## config.mk

```make
export PLATFORM = sky130hd
export DESIGN_NAME = reset_source_sequencer
export DESIGN_NICKNAME = d
export VERILOG_FILES = /design/src/verilog/reset_seq_pkg.sv /design/src/verilog/glitch_filter.sv /design/src/verilog/powerup_timer.sv /design/src/verilog/reset_source_sequencer.sv
export SDC_FILE = /design/constraint.sdc
export NUM_CORES = 1
export LEC_CHECK = 0
export ABC_AREA = 1
export BUFFER_PORTS_ARGS = -buffer_cell sky130_fd_sc_hd__buf_2
export CAP_MARGIN = 20
export CORE_MARGIN = 2
export CORE_UTILIZATION = 50
export CTS_BUF_LIST = sky130_fd_sc_hd__clkbuf_16
export DETAILED_ROUTE_END_ITERATION = 6
export PLACE_DENSITY = 0.78
export RECOVER_POWER = 100
export SLEW_MARGIN = 20
export SYNTH_ARGS = -nofsm -noshare
export SYNTH_HDL_FRONTEND = slang
export SYNTH_SLANG_ARGS = --single-unit
```

## constraint.sdc

```tcl
create_clock -name aclk -period 3.05 [get_ports aclk]
set_input_delay 0.61 -clock aclk [delete_from_list [all_inputs] [get_ports aclk]]
set_output_delay 0.61 -clock aclk [all_outputs]
set_load 0.1 [all_outputs]
```

## src/verilog/reset_seq_pkg.sv

```systemverilog
// Shared constants for the reset source sequencer: register map, field
// positions, reset values, detector modes, start-up timing and states.
// Assumes a 125 MHz system clock and a 32-bit AXI4-Lite register bus.
package reset_seq_pkg;

	// Register byte offsets.
	localparam logic [7:0] CTRL_OFF = 8'h00;
	localparam logic [7:0] CAUSE_OFF = 8'h04;

	// Brownout control fields and reset value.
	localparam int SWEN_BIT = 7;
	localparam int FS_BIT = 6;
	localparam int RDY_BIT = 0;
	localparam logic [7:0] CTRL_RESET = 8'h80;

	// Reset cause fields and their value after a power-on reset.
	localparam int OVF_BIT = 7;
	localparam int UNF_BIT = 6;
	localparam int TO_BIT = 5;
	localparam int PD_BIT = 4;
	localparam int RI_BIT = 3;
	localparam int POR_BIT = 1;
	localparam int BOR_BIT = 0;
	localparam logic [7:0] CAUSE_RESET = 8'h38;
	localparam logic [7:0] CAUSE_MASK = 8'hfb;

	// Brownout mode selection encodings.
	localparam logic [1:0] BO_OFF = 2'h0;
	localparam logic [1:0] BO_SW = 2'h1;
	localparam logic [1:0] BO_NOSLEEP = 2'h2;
	localparam logic [1:0] BO_ON = 2'h3;

	// Timing: clock period, power-up delay and clear-release delay.
	localparam int CLK_PERIOD_NS = 8;
	localparam int POWERUP_DELAY_TIMER_MS = 64;
	localparam int POWERUP_DELAY_TIMER_CYCLES = POWERUP_DELAY_TIMER_MS * 1000000 / CLK_PERIOD_NS;
	localparam int POWERUP_DELAY_TIMER_CNT_W = 23;
	localparam int CLR_DELAY_CYCLES = 10;
	localparam int CLR_DELAY_W = 4;
	localparam int FILT_CYCLES = 4;
	localparam int FILT_W = 2;

	// Bus responses.
	localparam logic [1:0] RESP_OKAY = 2'h0;
	localparam logic [1:0] RESP_SLVERR = 2'h2;

	// Start-up sequence states.
	typedef enum logic [2:0] {ST_HOLD, ST_POWERUP_DELAY_TIMER, ST_READY, ST_DELAY, ST_RUN} seq_state_t;

endpackage

```

## src/verilog/glitch_filter.sv

```systemverilog
// Noise filter for the external clear pin: the output follows the pin only
// after it has held a new level for a fixed number of samples.
// Assumes the pin is already synchronous to aclk.
`timescale 1ns/1ps
module glitch_filter (
	// Clock and reset.
	input wire logic aclk,
	input wire logic aresetn,
	// Pin sample and filtered level.
	input wire logic raw,
	output logic level
);

	logic level_ff;
	logic [reset_seq_pkg::FILT_W-1:0] cnt_ff;

	assign level = level_ff;

	// Count consecutive samples that differ; short pulses restart the count.
	always_ff @(posedge aclk) begin
		if (!aresetn) begin
			level_ff <= 1'b1;
			cnt_ff <= '0;
		end else if (raw == level_ff) begin
			cnt_ff <= '0;
		end else if (cnt_ff == reset_seq_pkg::FILT_W'(reset_seq_pkg::FILT_CYCLES - 1)) begin
			level_ff <= raw;
			cnt_ff <= '0;
		end else begin
			cnt_ff <= cnt_ff + 1'b1;
		end
	end
endmodule

```

## src/verilog/powerup_timer.sv

```systemverilog
// Power-up delay counter: restarts while held, then counts up to its
// length and raises done, which stays high until the next restart.
// Assumes restart is high for as long as a power source holds reset.
`timescale 1ns/1ps
module powerup_timer #(
	parameter int unsigned TICKS = reset_seq_pkg::POWERUP_DELAY_TIMER_CYCLES
) (
	// Clock and reset.
	input wire logic aclk,
	input wire logic aresetn,
	// Control and status.
	input wire logic restart,
	output logic done
);

	logic [reset_seq_pkg::POWERUP_DELAY_TIMER_CNT_W-1:0] cnt_ff;
	logic done_ff;

	assign done = done_ff;

	// Count once per clock until the full delay has elapsed.
	always_ff @(posedge aclk) begin
		if (!aresetn || restart) begin
			cnt_ff <= '0;
			done_ff <= 1'b0;
		end else if (!done_ff) begin
			if (cnt_ff == reset_seq_pkg::POWERUP_DELAY_TIMER_CNT_W'(TICKS - 1)) begin
				done_ff <= 1'b1;
			end
			cnt_ff <= cnt_ff + 1'b1;
		end
	end

endmodule

```

## src/verilog/reset_source_sequencer.sv

```systemverilog
// Reset source collection and start-up sequencing with its brownout
// control and reset cause registers on an AXI4-Lite slave port.
// Assumes configuration bits are static and all inputs are synchronous.
// Operation
// Mode 01: software bit switches detector, no wait.
// Modes 10/01: fast start forces band gap on.
// Modes 11/00: fast start stored but ignored.
// Control bit 0 reads detector active status.
// Control bits 5..1 always read zero.
// Low-power detector trip holds reset, sets flag.
// Low-power detector enabled by active-low config bit.
// Use low-power detector with modes 00/10.
// Clear pin enabled by program bit or enable.
// Enabled clear pin held low holds reset.
// Short glitches on clear pin are ignored.
// Clear pin is never driven low.
// Disabled clear pin: pull-up under software.
// Watchdog timeout resets, updates timeout/powerdown flags.
// Reset instruction resets, clears its flag.
// Enabled stack faults reset and set flags.
// Programming exit acts as power-on reset.
// Active-low config bit enables power-up delay.
// Run waits for timer and clear release.
// Timer independent of pin; run 10 cycles later.
// Power-up delay is 64 ms of reset.
// Modes 11/10 wait for detector readiness.
// Core hold is OR of all sources.
`timescale 1ns/1ps
module reset_source_sequencer #(
	parameter int unsigned POWERUP_DELAY_TIMER_CYCLES = reset_seq_pkg::POWERUP_DELAY_TIMER_CYCLES
) (
	// Clock and reset.
	input wire logic aclk,
	input wire logic aresetn,
	// AXI4-Lite write channels.
	input wire logic [7:0] awaddr,
	input wire logic awvalid,
	output logic awready,
	input wire logic [31:0] wdata,
	input wire logic [3:0] wstrb,
	input wire logic wvalid,
	output logic wready,
	output logic [1:0] bresp,
	output logic bvalid,
	input wire logic bready,
	// AXI4-Lite read channels.
	input wire logic [7:0] araddr,
	input wire logic arvalid,
	output logic arready,
	output logic [31:0] rdata,
	output logic [1:0] rresp,
	output logic rvalid,
	input wire logic rready,
	// Configuration word bits.
	input wire logic [1:0] brownout_mode_select,
	input wire logic low_power_brownout_n,
	input wire logic external_clear_enable,
	input wire logic low_voltage_program,
	input wire logic powerup_timer_enable_n,
	input wire logic stack_fault_reset_enable,
	// Analog detector outputs.
	input wire logic por_active,
	input wire logic brownout_low,
	input wire logic brownout_settled,
	input wire logic low_power_brownout_low,
	// External clear pin and its software pull-up control.
	input wire logic external_clear_pin,
	input wire logic sw_pullup_enable,
	// Core events.
	input wire logic watchdog_timeout,
	input wire logic reset_instr,
	input wire logic stack_overflow,
	input wire logic stack_underflow,
	input wire logic prog_mode_exit,
	input wire logic sleep_mode,
	// Reset and analog control outputs.
	output logic core_reset_hold,
	output logic brownout_detector_on,
	output logic bandgap_force_on,
	output logic clear_pin_pullup,
	// Reset cause flags.
	output logic stack_overflow_flag,
	output logic stack_underflow_flag,
	output logic timeout_flag_n,
	output logic powerdown_flag_n,
	output logic reset_instr_flag_n,
	output logic por_flag_n,
	output logic brownout_flag_n
);

	// Detector on/off by mode, software enable and sleep state.
	function automatic logic det_enable(input logic [1:0] mode, input logic swen,
		input logic slp);
		unique case (mode)
			reset_seq_pkg::BO_ON: det_enable = 1'b1;
			reset_seq_pkg::BO_NOSLEEP: det_enable = !slp;
			reset_seq_pkg::BO_SW: det_enable = swen;
			default: det_enable = 1'b0;
		endcase
	endfunction

	// Register address decode shared by read and write paths.
	function automatic logic reg_mapped(input logic [7:0] addr);
		reg_mapped = (addr == reset_seq_pkg::CTRL_OFF) || (addr == reset_seq_pkg::CAUSE_OFF);
	endfunction

	reset_seq_pkg::seq_state_t state_ff, nxt_state;
	logic [reset_seq_pkg::CLR_DELAY_W-1:0] dly_ff;
	logic swen_ff, fs_ff, rdy_ff, det_on_ff, bandgap_ff, hold_ff, pullup_ff;
	logic [7:0] cause_ff;
	logic awready_ff, wready_ff, bvalid_ff, arready_ff, rvalid_ff;
	logic [7:0] awaddr_ff;
	logic [7:0] wdata_ff;
	logic wstrb_ff;
	logic [1:0] bresp_ff, rresp_ff;
	logic [31:0] rdata_ff;
	logic clr_level, powerup_delay_timer_done;
	logic bor_trip, low_power_brownout_trip, power_src, clr_en, clr_low;
	logic need_rdy, rdy_ok, evt_rst, do_wr, run_evt;

	// Outputs, all taken from flip-flops.
	assign awready = awready_ff;
	assign wready = wready_ff;
	assign bresp = bresp_ff;
	assign bvalid = bvalid_ff;
	assign arready = arready_ff;
	assign rdata = rdata_ff;
	assign rresp = rresp_ff;
	assign rvalid = rvalid_ff;
	assign core_reset_hold = hold_ff;
	assign brownout_detector_on = det_on_ff;
	assign bandgap_force_on = bandgap_ff;
	assign clear_pin_pullup = pullup_ff;
	assign stack_overflow_flag = cause_ff[reset_seq_pkg::OVF_BIT];
	assign stack_underflow_flag = cause_ff[reset_seq_pkg::UNF_BIT];
	assign timeout_flag_n = cause_ff[reset_seq_pkg::TO_BIT];
	assign powerdown_flag_n = cause_ff[reset_seq_pkg::PD_BIT];
	assign reset_instr_flag_n = cause_ff[reset_seq_pkg::RI_BIT];
	assign por_flag_n = cause_ff[reset_seq_pkg::POR_BIT];
	assign brownout_flag_n = cause_ff[reset_seq_pkg::BOR_BIT];

	// Clear pin filter; the pin is only ever sampled, never driven.
	glitch_filter u_filter (
		.aclk(aclk),
		.aresetn(aresetn),
		.raw(external_clear_pin),
		.level(clr_level)
	);

	// Power-up delay, restarted by every power-level reset.
	powerup_timer #(
		.TICKS(POWERUP_DELAY_TIMER_CYCLES)
	) u_powerup_delay_timer (
		.aclk(aclk),
		.aresetn(aresetn),
		.restart(state_ff == reset_seq_pkg::ST_HOLD),
		.done(powerup_delay_timer_done)
	);

	// Reset sources and readiness conditions.
	assign bor_trip = det_on_ff && brownout_settled && brownout_low;
	assign low_power_brownout_trip = !low_power_brownout_n && low_power_brownout_low;
	assign power_src = por_active || bor_trip || low_power_brownout_trip || prog_mode_exit;
	assign clr_en = low_voltage_program || external_clear_enable;
	assign clr_low = clr_en && !clr_level;
	assign need_rdy = (brownout_mode_select == reset_seq_pkg::BO_ON) ||
		(brownout_mode_select == reset_seq_pkg::BO_NOSLEEP);
	assign rdy_ok = !need_rdy || rdy_ff;
	assign evt_rst = watchdog_timeout || reset_instr ||
		(stack_fault_reset_enable && (stack_overflow || stack_underflow));
	assign run_evt = (state_ff == reset_seq_pkg::ST_RUN) && evt_rst;

	// Start-up sequence; a power-level source overrides every state.
	always_comb begin
		nxt_state = state_ff;
		unique case (state_ff)
			reset_seq_pkg::ST_HOLD: begin
				if (powerup_timer_enable_n) begin
					nxt_state = reset_seq_pkg::ST_READY;
				end else begin
					nxt_state = reset_seq_pkg::ST_POWERUP_DELAY_TIMER;
				end
			end
			reset_seq_pkg::ST_POWERUP_DELAY_TIMER: begin
				if (powerup_delay_timer_done) begin
					nxt_state = reset_seq_pkg::ST_READY;
				end
			end
			reset_seq_pkg::ST_READY: begin
				if (rdy_ok && !clr_low) begin
					nxt_state = reset_seq_pkg::ST_DELAY;
				end
			end
			reset_seq_pkg::ST_DELAY: begin
				if (clr_low || !rdy_ok) begin
					nxt_state = reset_seq_pkg::ST_READY;
				end else if (dly_ff == reset_seq_pkg::CLR_DELAY_W'(reset_seq_pkg::CLR_DELAY_CYCLES - 1)) begin
					nxt_state = reset_seq_pkg::ST_RUN;
				end
			end
			reset_seq_pkg::ST_RUN: begin
				if (clr_low || evt_rst || !rdy_ok) begin
					nxt_state = reset_seq_pkg::ST_READY;
				end
			end
		endcase
		if (power_src) begin
			nxt_state = reset_seq_pkg::ST_HOLD;
		end
	end

	// State register and core hold, which is high outside the run state.
	always_ff @(posedge aclk) begin
		if (!aresetn) begin
			state_ff <= reset_seq_pkg::ST_HOLD;
			hold_ff <= 1'b1;
		end else begin
			state_ff <= nxt_state;
			hold_ff <= (nxt_state != reset_seq_pkg::ST_RUN);
		end
	end

	// Cycle count of the clear-release delay.
	always_ff @(posedge aclk) begin
		if (!aresetn || state_ff != reset_seq_pkg::ST_DELAY) begin
			dly_ff <= '0;
		end else begin
			dly_ff <= dly_ff + 1'b1;
		end
	end

	// Analog controls: detector enable, readiness, band gap and pull-up.
	always_ff @(posedge aclk) begin
		if (!aresetn) begin
			det_on_ff <= 1'b0;
			rdy_ff <= 1'b0;
			bandgap_ff <= 1'b0;
			pullup_ff <= 1'b1;
		end else begin
			det_on_ff <= det_enable(brownout_mode_select, swen_ff, sleep_mode);
			rdy_ff <= det_on_ff && brownout_settled;
			bandgap_ff <= fs_ff && ((brownout_mode_select == reset_seq_pkg::BO_SW) ||
				(brownout_mode_select == reset_seq_pkg::BO_NOSLEEP));
			pullup_ff <= clr_en || sw_pullup_enable;
		end
	end

	// Brownout control register; power-level resets restore defaults.
	always_ff @(posedge aclk) begin
		if (!aresetn || power_src) begin
			swen_ff <= reset_seq_pkg::CTRL_RESET[reset_seq_pkg::SWEN_BIT];
			fs_ff <= reset_seq_pkg::CTRL_RESET[reset_seq_pkg::FS_BIT];
		end else if (do_wr && wstrb_ff && awaddr_ff == reset_seq_pkg::CTRL_OFF) begin
			swen_ff <= wdata_ff[reset_seq_pkg::SWEN_BIT];
			fs_ff <= wdata_ff[reset_seq_pkg::FS_BIT];
		end
	end

	// Reset cause flags; hardware events win over a software write.
	always_ff @(posedge aclk) begin
		if (!aresetn) begin
			cause_ff <= reset_seq_pkg::CAUSE_RESET;
		end else if (por_active || prog_mode_exit) begin
			cause_ff <= reset_seq_pkg::CAUSE_RESET;
		end else if (bor_trip || low_power_brownout_trip) begin
			cause_ff[reset_seq_pkg::BOR_BIT] <= 1'b0;
			cause_ff[reset_seq_pkg::OVF_BIT] <= 1'b0;
			cause_ff[reset_seq_pkg::UNF_BIT] <= 1'b0;
			cause_ff[reset_seq_pkg::TO_BIT] <= 1'b1;
			cause_ff[reset_seq_pkg::PD_BIT] <= 1'b1;
		end else begin
			if (do_wr && wstrb_ff && awaddr_ff == reset_seq_pkg::CAUSE_OFF) begin
				cause_ff <= wdata_ff & reset_seq_pkg::CAUSE_MASK;
			end
			if (run_evt && watchdog_timeout) begin
				cause_ff[reset_seq_pkg::TO_BIT] <= 1'b0;
				if (sleep_mode) begin
					cause_ff[reset_seq_pkg::PD_BIT] <= 1'b0;
				end
			end
			if (run_evt && reset_instr) begin
				cause_ff[reset_seq_pkg::RI_BIT] <= 1'b0;
			end
			if (run_evt && stack_fault_reset_enable && stack_overflow) begin
				cause_ff[reset_seq_pkg::OVF_BIT] <= 1'b1;
			end
			if (run_evt && stack_fault_reset_enable && stack_underflow) begin
				cause_ff[reset_seq_pkg::UNF_BIT] <= 1'b1;
			end
		end
	end

	// Write address and data are taken independently and held.
	always_ff @(posedge aclk) begin
		if (!aresetn) begin
			awready_ff <= 1'b1;
			awaddr_ff <= '0;
		end else if (awvalid && awready_ff) begin
			awready_ff <= 1'b0;
			awaddr_ff <= awaddr;
		end else if (bvalid_ff && bready) begin
			awready_ff <= 1'b1;
		end
	end

	always_ff @(posedge aclk) begin
		if (!aresetn) begin
			wready_ff <= 1'b1;
			wdata_ff <= '0;
			wstrb_ff <= 1'b0;
		end else if (wvalid && wready_ff) begin
			wready_ff <= 1'b0;
			wdata_ff <= wdata[7:0];
			wstrb_ff <= wstrb[0];
		end else if (bvalid_ff && bready) begin
			wready_ff <= 1'b1;
		end
	end

	// The write lands once both halves are held, then the response follows.
	assign do_wr = !awready_ff && !wready_ff && !bvalid_ff;

	always_ff @(posedge aclk) begin
		if (!aresetn) begin
			bvalid_ff <= 1'b0;
			bresp_ff <= reset_seq_pkg::RESP_OKAY;
		end else if (do_wr) begin
			bvalid_ff <= 1'b1;
			bresp_ff <= reg_mapped(awaddr_ff) ? reset_seq_pkg::RESP_OKAY :
				reset_seq_pkg::RESP_SLVERR;
		end else if (bready) begin
			bvalid_ff <= 1'b0;
		end
	end

	// Read channel: data is captured with the address, one read at a time.
	always_ff @(posedge aclk) begin
		if (!aresetn) begin
			arready_ff <= 1'b1;
			rvalid_ff <= 1'b0;
			rdata_ff <= '0;
			rresp_ff <= reset_seq_pkg::RESP_OKAY;
		end else if (arvalid && arready_ff) begin
			arready_ff <= 1'b0;
			rvalid_ff <= 1'b1;
			rresp_ff <= reg_mapped(araddr) ? reset_seq_pkg::RESP_OKAY :
				reset_seq_pkg::RESP_SLVERR;
			if (araddr == reset_seq_pkg::CTRL_OFF) begin
				rdata_ff <= {24'h000000, swen_ff, fs_ff, 5'h00, rdy_ff};
			end else if (araddr == reset_seq_pkg::CAUSE_OFF) begin
				rdata_ff <= {24'h000000, cause_ff};
			end else begin
				rdata_ff <= '0;
			end
		end else if (rvalid_ff && rready) begin
			arready_ff <= 1'b1;
			rvalid_ff <= 1'b0;
		end
	end

	// Checks on the sequencing and the registers.
	// Counts consecutive undisturbed cycles of the clear-release delay, so that the
	// ten-cycle check needs no long repetition.
	logic [reset_seq_pkg::CLR_DELAY_W-1:0] quiet_cnt_ff;
	logic quiet_dly;

	assign quiet_dly = state_ff == reset_seq_pkg::ST_DELAY && !power_src && !clr_low && rdy_ok;

	always_ff @(posedge aclk) begin
		if (!aresetn || !quiet_dly) begin
			quiet_cnt_ff <= '0;
		end else begin
			quiet_cnt_ff <= quiet_cnt_ff + 1'b1;
		end
	end
endmodule

```

==> results of run 1 <==
## final timing paths
path                                           startpoint                                       endpoint  slack (ps)  cells after the start
min reg2reg                 u_filter.cnt_ff[0]$_SDFF_PP0_                  u_filter.cnt_ff[0]$_SDFF_PP0_         430                      1
max                              cause_ff[0]$_SDFFE_PP0P_                                brownout_flag_n         820                      1
min                         u_filter.cnt_ff[0]$_SDFF_PP0_                  u_filter.cnt_ff[0]$_SDFF_PP0_         430                      1
max reg2reg  u_powerup_delay_timer.cnt_ff[1]$_SDFFE_PP0N_  u_powerup_delay_timer.cnt_ff[18]$_SDFFE_PP0N_        1400                      8
## flip-flops by register name, summed over array words and instances, names as in the netlist, 2 cells and up
register,count
rdata,7
u_filter.cnt_ff,2
wdata_ff,7
awaddr_ff,8
cause_ff,7
dly_ff,4
u_powerup_delay_timer.cnt_ff,23
state_ff,3
## per-layer routing
layer | GRT usage [%] | up-vias | wire [µm]
li1 | - | 1837 | -
met1 | 25.0 | 1629 | 3860
met2 | 35.6 | 108 | 4000
met3 | 4.60 | 7 | 559
met4 | 8.58 | 0 | 86
met5 | 0 | - | 0
## Yosys cell counts, drive strengths merged
cell type	instances
xor2	3
nand4	12
nor2	98
a21o	1
nand2	114
buf	29
nor3	11
o211ai	1
o21bai	1
xnor2	2
conb	1
o21ai	30
a21oi	28
inv	76
dfxtp	78
or2	2
a31oi	1
ha	8
nand3b	3
a221oi	1
clkbuf	5
nand3	45
## power by group
| group | switching (W) | leakage (nW) | internal (W) | total (W) |
|---|---|---|---|---|
| Sequential | 0.0000198 | 0.635 | 0.00105 | 0.00107 |
| Combinational | 0.000319 | 1.24 | 0.0000634 | 0.000382 |
| Clock | 0.000422 | 0.155 | 0.000712 | 0.00113 |
| Total | 0.000760 | 2.03 | 0.00183 | 0.00259 |
## cell type report
| type | instances | area, µm² | area share (%) |
|---|---|---|---|
| Clock inverter | 7 | 88.8 | 1.98 |
| Multi-Input combinational cell | 388 | 1870 | 41.6 |
| Timing Repair Buffer | 74 | 338 | 7.53 |
| Inverter | 76 | 285 | 6.36 |
| Tap cell | 99 | 124 | 2.76 |
| Sequential cell | 78 | 1560 | 34.8 |
| Clock buffer | 9 | 225 | 5.02 |
## stage by stage
stage / worst slack (ps) / cell area (µm²) / cells
floorplan: 1070 / 3940 / 576
global placement: 898 / 4210 / 715
detailed placement: 860 / 4210 / 715
CTS: 1180 / 4520 / 731
global route: 793 / 4490 / 731
finish: 822 / 4490 / 731
## logic make-up after synthesis
group           after synthesis  share of synthesized area (%)
xor+xnor                      5                           1.14
compound gates               63                           8.85
simple gates                285                           33.3
flops                        78                           40.6
buf+inv                     110                           13.4
fa+ha+maj                     8                           2.60
other cells                   1                         0.0975
==> impl_metrics.toml, run 1 <==
[global_route]
antenna_found_initial = 0
grt_pass1_wl_um = 14100
overflow = 0
first_global_vias = 3279
grt_max_degree = 24
grt_usage_pct = 20.7

[critical_path]
cpPeakStageDelay_ps = 880
worstPathRequired_ps = 2440
crit_slowest_cell = "clkbuf_1"
crit_buf_inv = 1
start_kind = "flop"
arrival_ps = 1620
critical_path.max_fanout = 3
crit_path_end_kind = "output pin"
cpLargestDelayFamily = "buffers and inverters"
crit_chain = "clkbuf_1"
crit_type = "flop to output pin"

[power_and_ir_drop]
finalPower_w = 0.00259
power.leakage_nw = 2.03
powerDensity_nw_per_um2 = 576
vdd_drop_max_uv = 272

[timing]
worstMarginPinSlew_ps = 1180
rsz0062_at_grt = "no"
finalCritPeriodShare_pct = 73.0
finalHoldViolCount = 0
skew_ps = 7.52
slew_viol_final = 0
fin_tns_setup_ps = 0
maxSlewHeadroom_pct = 21.9
min_period_ps = 2230
finalSetupViolations = 0
hold_ws_ps = 435
fmax_mhz = 449

[clocking]
htree_levels = 3
cts.sinks = 78
cts_setup_buffers = 0
clock-root-buffer = "clkbuf_16"
tritoncts = "yes"
clk_latency_ps = 340
cts_resized = 0
numCtsBuffers = 9
clk_pin_slew_ps = 60
clock_path_buffers = 2
postCtsHoldBufs = 0

[yosys]
synth.distinct_cells = 34
avgSynthCellArea_um2 = 6.99
yosysSeqAreaShare_pct = 40.6
synth_top_area_share_pct = 40.6
yosys_warnings = 0
ys_seq_elements = 78
syn_area_um2 = 3840
synthCells = 550
synth_top_area_cell = "dfxtp_1"
synth_area_leaders = "dfxtp_1 (41%), nand2_1 (11%), nor2_1 (8.6%)"

[placement]
numPortBuffers = 74
gp_congestion = 0.852
hpwl_um = 6240

[finish]
final_util_pct = 61.2
num_antenna_cells = 0
final_cell_mix = "nand2_1 (111), nor2_1 (88), dfxtp_1 (78)"
area_delta_synth_final_pct = 16.7
nets = 713
fillers = 692
final_layout_size_suffix_gt1_share_pct = 12.8
layout_commonest_cell = "nand2_1"

[die]
dieWidth_um = 91.7
core-area_um2 = 7330
die_area_um2 = 8410
ios = 130
rows = 31
start_util_pct = 52.4
die_height_um = 91.7

[routing]
drc_errors = 0
first_pass_iters = 4
vias_per_cell = 4.90
drt-total-wl_um = 8510
ant_nets = 0
vias = 3581
dr.first_iter.drc_count = 191
wl_per_cell_um = 11.6

[status]
status = "finished clean"

[worst_hold_path]
hold_class = "flop to flop"

[job]
maxCapViolCount = 0
(Power assumes the default switching activity.)
==> run 2, diff against run 1 <==
ABC_AREA = 0   (was 1)
CORE_UTILIZATION = 45   (was 50)
PLACE_DENSITY = 0.75   (was 0.78)
clock period = 1.9 ns   (was 3.05 ns; I/O delays follow)
==> run 2 against run 1 <==
  * Combinational power rose by 41%
  * Synthesized area is 6.4% lower
  * Critical endpoint is now u_powerup_delay_timer.cnt_ff[22]$_SDFFE_PP0N_
  * Worst setup slack got worse by 690 ps
  * Synthesized cell count fell by 26%
  * First-iteration DRC count down 62%
  * Global-route usage fell by 2.4 points
==> impl_metrics.toml, run 2 <==
[status]
status = "finished clean"

[finish]
nets = 574
fillers = 697
final_layout_size_suffix_gt1_share_pct = 23.2
regMostFlops = "u_powerup_delay_timer.cnt_ff"
largest_reg_flops = 23
area_delta_synth_final_pct = 19.5
final_area_um2 = 4300
ff_latch_area_um2 = 1560
multiInputGateArea_um2 = 1810
final_cell_mix = "dfxtp_1 (77), nand2_1 (49), buf_2 (49)"
num_antenna_cells = 0
reg_top3 = "u_powerup_delay_timer.cnt_ff: 23 flops, awaddr_ff: 8 flops"
layout_commonest_cell = "dfxtp_1"

[worst_hold_path]
min_path_cells = 2
holdPathEnd = "clear_pin_pullup$_SDFF_PN1_"
holdCritStartpoint = "sw_pullup_enable"
hold_class = "input pin to flop"

[routing]
first_pass_iters = 4
drt-total-wl_um = 7710
vias = 3029
wl_per_cell_um = 13.0
drc_errors = 0
maxUsedRoutingLayer = "met4"
ant_nets = 0
vias_per_cell = 5.10
met2WireLength_um = 3950
dr.first_iter.drc_count = 72
met1Wirelength_um = 3250
wl_met3_um = 363

[die]
start_util_pct = 46.6
core-area_um2 = 7730
rows = 32
ios = 130
dieWidth_um = 93.4
die_area_um2 = 8720
die_height_um = 93.4

[power_and_ir_drop]
powerDensity_nw_per_um2 = 915
p_sw_w = 0.00114
power.internal_w = 0.00279
p_comb_share_pct = 13.7
power_frac_seq_pct = 43.2
vdd_drop_max_uv = 443
power.leakage_nw = 1.78
swShare_pct = 29.1
clkPwrFrac_pct = 43.1

[timing]
finalHoldViolCount = 0
finalSetupViolations = 0
skew_ps = 7.20
fin_tns_setup_ps = 0
finalCritPeriodShare_pct = 92.9
min_period_ps = 1770
rsz0062_at_grt = "no"
fmax_mhz = 566
maxSlewHeadroom_pct = 55.0
slew_viol_final = 0
hold_ws_ps = 246
worstMarginPinSlew_ps = 668

[yosys]
synth_edf_count = 0
yosysSeqAreaShare_pct = 43.4
ys_top_cells_by_count = "dfxtp_1 (78), nand2_1 (49), nor2_1 (33)"
synth.distinct_cells = 57
avgSynthCellArea_um2 = 8.88
ys_seq_elements = 78
synth_top_area_share_pct = 43.4
synth_top_flop_cell = "dfxtp_1"
ys_async_sr_fraction_pct = 0
synth.most_common_cell = "dfxtp_1"
syn_area_um2 = 3600
synthCells = 405
yosys_warnings = 0
synth_area_leaders = "dfxtp_1 (43%), buf_4 (5.8%), nand2_1 (5.1%)"
synth_top_area_cell = "dfxtp_1"

[clocking]
cts_setup_buffers = 0
htree_levels = 3
clk_latency_ps = 330
clk_pin_slew_ps = 60
numCtsBuffers = 9
clock-root-buffer = "clkbuf_16"
cts.sinks = 78
tritoncts = "yes"
clock_path_buffers = 2

[critical_path]
crit_type = "flop to flop"
worstPathRequired_ps = 2150
crit_path_end_kind = "flop"
r2r-start = "u_powerup_delay_timer.cnt_ff[1]$_SDFFE_PP0N_"
reg2reg_depth = 5
critical_path.max_fanout = 8
ff2ff_setup_slack_ps = 130
r2r_end = "u_powerup_delay_timer.cnt_ff[22]$_SDFFE_PP0N_"
arrival_ps = 2020
start_kind = "flop"

[global_route]
grt_max_degree = 40
grt_usage_pct = 18.3
grt_pass1_wl_um = 12700
antenna_found_initial = 0
first_global_vias = 2870
overflow = 0

[placement]
numPortBuffers = 74
placed_area_um2 = 4040
gp_congestion = 0.798
hpwl_um = 5650

[job]
maxCapViolCount = 0
## run 2: changes by cell type after synthesis, moves of 9 or more
| cell | delta |
|---|---|
| nand3_1 | -31 |
| nor2_1 | -55 |
| inv_1 | -64 |
| a21boi_0 | +17 |
| mux2i_1 | +9 |
| nor2b_1 | +10 |
| o21ai_0 | -12 |
| xnor2_1 | +11 |
| a21oi_1 | -11 |
| nand4_1 | -9 |
| nand2_1 | -62 |
## run 2: cell type report
| class | instances | area share, % |
|---|---|---|
| Tap cell | 102 | 2.97 |
| Clock buffer | 9 | 5.24 |
| Clock inverter | 6 | 1.66 |
| Timing Repair Buffer | 88 | 10.6 |
| Inverter | 13 | 1.14 |
| Sequential cell | 78 | 36.4 |
| Multi-Input combinational cell | 298 | 42.0 |
## run 2: stage by stage
stage / worst slack [ps] / instances / utilization [%] / power, W
2_1_floorplan: 13.2 / 431 / - / 0.00222
4_1_cts: 25.5 / 594 / 56.2 / 0.00396
6_report: 134 / 594 / 55.6 / 0.00394
5_1_grt: 36.7 / 594 / 55.6 / 0.00407
3_3_place_gp: 87.1 / 579 / 52.3 / 0.00227
3_5_place_dp: 32.0 / 579 / 52.3 / 0.00228
## run 2: power by group through the flow
stage	Combinational (W)	Clock, W	Sequential, W
floorplan	0.000390	0	0.00183
global route	0.000570	0.00179	0.00171
global placement	0.000537	0	0.00174
CTS	0.000545	0.00172	0.00170
finish	0.000537	0.00170	0.00170
detailed placement	0.000544	0	0.00174
## run 2: worst max path at each step
stage | start | endpoint | slack [ps] | depth (start not counted)
after global routing | u_powerup_delay_timer.cnt_ff[1]$_SDFFE_PP0N_ | u_powerup_delay_timer.cnt_ff[22]$_SDFFE_PP0N_ | 40 | 5
after global placement | u_powerup_delay_timer.cnt_ff[0]$_SDFFE_PP0N_ | u_powerup_delay_timer.cnt_ff[22]$_SDFFE_PP0N_ | 90 | 5
after detailed placement | u_powerup_delay_timer.cnt_ff[1]$_SDFFE_PP0N_ | u_powerup_delay_timer.cnt_ff[20]$_SDFFE_PP0N_ | 30 | 5
after floorplan | arready$_SDFFE_PN1P_ | rdata[3]$_SDFFE_PN0P_ | 10 | 5
final | u_powerup_delay_timer.cnt_ff[1]$_SDFFE_PP0N_ | u_powerup_delay_timer.cnt_ff[22]$_SDFFE_PP0N_ | 130 | 5
after CTS | u_powerup_delay_timer.cnt_ff[1]$_SDFFE_PP0N_ | u_powerup_delay_timer.cnt_ff[20]$_SDFFE_PP0N_ | 30 | 5
## run 2: critical path, stage by stage, from the launching register on
cell	delay, ps
dfxtp_1	340
ha_1	200
nand3b_2	90
or3_4	420
or4_1	480
a21oi_1	150
## run 2: cells by family after synthesis
kind of cell,after synthesis,share of synthesized area [%]
XOR/XNOR,16,3.90
AND/OR/NAND/NOR,158,22.7
other,1,0.104
multiplexers,12,3.44
flip-flops,78,43.4
AO/OA/AOI/OAI,76,14.2
adder cells (fa/ha/maj),9,3.06
buffers and inverters,55,9.11
## run 2: per-layer routing
metal / up-vias / track usage (%)
met1: 1412 / 20.6
met2: 73 / 33.7
met5: - / 0
met4: 0 / 7.23
li1: 1531 / -
met3: 13 / 3.63
## run 2: what timing repair did
action | CTS | global route
endpoints found under the setup margin | 0 | 4
hold buffers | 0 | 0
gates resized for setup | 0 | 1
==> run 3, diff against run 2 <==
CELL_PAD_IN_SITES_DETAIL_PLACEMENT = 1   (was not set)
CELL_PAD_IN_SITES_GLOBAL_PLACEMENT = 2   (was not set)
CORE_UTILIZATION = 25   (was 45)
HOLD_SLACK_MARGIN = 0.15   (was not set)
MAX_ROUTING_LAYER = met4   (was not set)
PLACE_DENSITY = 0.73   (was 0.75)
==> run 3 against run 2 <==
  * Register-to-register slack better by 30 ps
  * Design area up 3.7%
  * First-iteration DRC count up 39%
  * Critical path depth unchanged
  * Clock power up 2%
  * Non-clock buffer count up 5
  * Combinational power up 4%
  * Die area up 76%
  * Clock-buffer cell count unchanged
  * Global-route usage down 4.7 points
  * Critical endpoint is now u_powerup_delay_timer.cnt_ff[18]$_SDFFE_PP0N_
  * Highest routed layer unchanged
==> impl_metrics.toml, run 3 (synthesis results as in run 2) <==
[timing]
min_period_ps = 1740
worstMarginPinSlew_ps = 741
maxSlewHeadroom_pct = 50.1
hold_ws_ps = 251
fmax_mhz = 576
finalSetupViolations = 0
finalCritPeriodShare_pct = 91.4
slew_viol_final = 0
skew_ps = 9.04
finalHoldViolCount = 0
rsz0062_at_grt = "no"
fin_tns_setup_ps = 0

[critical_path]
ff2ff_setup_slack_ps = 160
reg2reg_depth = 5
r2r-start = "u_powerup_delay_timer.cnt_ff[1]$_SDFFE_PP0N_"
r2r_end = "u_powerup_delay_timer.cnt_ff[18]$_SDFFE_PP0N_"
crit_path_end_kind = "flop"
crit_buf_inv = 0
cpPeakStageDelay_ps = 480
crit_slowest_cell = "or4_1"
crit_type = "flop to flop"
start_kind = "flop"
cpLargestDelayFamily = "simple AND/OR/NAND/NOR gates"
worstPathRequired_ps = 2170
arrival_ps = 2010
crit_chain = "ha_1 > nand3b_2 > or3_4 > or4_1 > a21oi_1"
critical_path.max_fanout = 8
cp_num_cells = 5

[clocking]
clock-root-buffer = "clkbuf_16"
tritoncts = "yes"
cts_setup_buffers = 0
cts.sinks = 78
htree_levels = 3
numCtsBuffers = 9
cts_resized = 0
clk_latency_ps = 350
postCtsHoldBufs = 0
clk_pin_slew_ps = 70
clock_path_buffers = 2

[routing]
ant_nets = 0
drt-total-wl_um = 9360
first_pass_iters = 4
wl_met3_um = 371
dr.first_iter.drc_count = 100
vias_per_cell = 4.59
maxUsedRoutingLayer = "met4"
met2WireLength_um = 4610
met1Wirelength_um = 4160
wl_per_cell_um = 13.8
drc_errors = 0
vias = 3110

[die]
dieWidth_um = 124
ios = 130
die_area_um2 = 15400
rows = 43
die_height_um = 124
start_util_pct = 25.7
core-area_um2 = 14000

[placement]
hpwl_um = 7160
placed_cells = 662
numPortBuffers = 74
gp_congestion = 0.782

[finish]
nets = 579
largest_reg_flops = 23
layout_commonest_cell = "dfxtp_1"
final_cell_mix = "dfxtp_1 (74), nand2_1 (49), buf_2 (48)"
reg_top3 = "u_powerup_delay_timer.cnt_ff: 23 flops, awaddr_ff: 8 flops"
regMostFlops = "u_powerup_delay_timer.cnt_ff"
final_layout_size_suffix_gt1_share_pct = 24.7
num_antenna_cells = 0
finalNonFillerCells = 678
area_delta_synth_final_pct = 24.0

[power_and_ir_drop]
vdd_drop_max_uv = 310
power.leakage_nw = 1.80
powerDensity_nw_per_um2 = 898

[global_route]
first_global_vias = 3140
grt_pass1_wl_um = 15400
antenna_found_initial = 0
overflow = 0
grt_usage_pct = 13.6
grt_max_degree = 40

[status]
status = "finished clean"

[worst_hold_path]
hold_class = "input pin to flop"
holdPathEnd = "clear_pin_pullup$_SDFF_PN1_"
min_path_cells = 2
holdCritStartpoint = "sw_pullup_enable"

[job]
maxCapViolCount = 0
## run 3: metal layers
layer / track usage (%) / vias to the layer above
met5: - / -
met4: 6.25 / 0
met3: 3.11 / 16
met2: 22.5 / 63
met1: 15.7 / 1493
li1: - / 1538
## run 3: layout make-up
| cell class | instances | area [µm²] |
|---|---|---|
| Multi-Input combinational cell | 298 | 1810 |
| Fill cell | 1691 | 9530 |
| Sequential cell | 78 | 1570 |
| Clock buffer | 9 | 225 |
| Inverter | 13 | 48.8 |
| Tap cell | 180 | 225 |
| Timing Repair Buffer | 93 | 507 |
| Clock inverter | 7 | 72.6 |
## run 3: where the power goes
part	switching [W]	internal (W)	total, W
clock network	0.000721	0.00102	0.00174
logic	0.000448	0.000108	0.000556
registers	0.0000294	0.00168	0.00170
## run 3: stage by stage
| stage | instance area (µm²) | power (W) | util [%] | setup slack, ps |
|---|---|---|---|---|
| after detailed placement | 4180 | 0.00230 | 29.9 | 56.1 |
| after global placement | 4180 | 0.00229 | 29.9 | 81.2 |
| final | 4460 | 0.00400 | 31.9 | 163 |
| after CTS | 4480 | 0.00407 | 32.0 | 52.1 |
| after global routing | 4460 | 0.00418 | 31.9 | 27.8 |
| after floorplan | 3700 | 0.00222 | - | 13.2 |
## run 3: worst register-to-register path, cell delays in order, from the launching register on
cell,delay [ps]
dfxtp_1,330
ha_1,180
nand3b_2,90
or3_4,420
or4_1,480
a21oi_1,160
## run 3: worst max-delay path by stage
stage / startpoint / to / slack, ps
2_1_floorplan: arready$_SDFFE_PN1P_ / rdata[3]$_SDFFE_PN0P_ / 10
3_3_place_gp: u_powerup_delay_timer.cnt_ff[0]$_SDFFE_PP0N_ / u_powerup_delay_timer.cnt_ff[20]$_SDFFE_PP0N_ / 80
6_report: u_powerup_delay_timer.cnt_ff[1]$_SDFFE_PP0N_ / u_powerup_delay_timer.cnt_ff[18]$_SDFFE_PP0N_ / 160
3_5_place_dp: u_powerup_delay_timer.cnt_ff[1]$_SDFFE_PP0N_ / u_powerup_delay_timer.cnt_ff[22]$_SDFFE_PP0N_ / 60
5_1_grt: awaddr_ff[0]$_SDFFE_PN0P_ / cause_ff[1]$_SDFFE_PP0P_ / 30
4_1_cts: u_powerup_delay_timer.cnt_ff[1]$_SDFFE_PP0N_ / u_powerup_delay_timer.cnt_ff[18]$_SDFFE_PP0N_ / 50
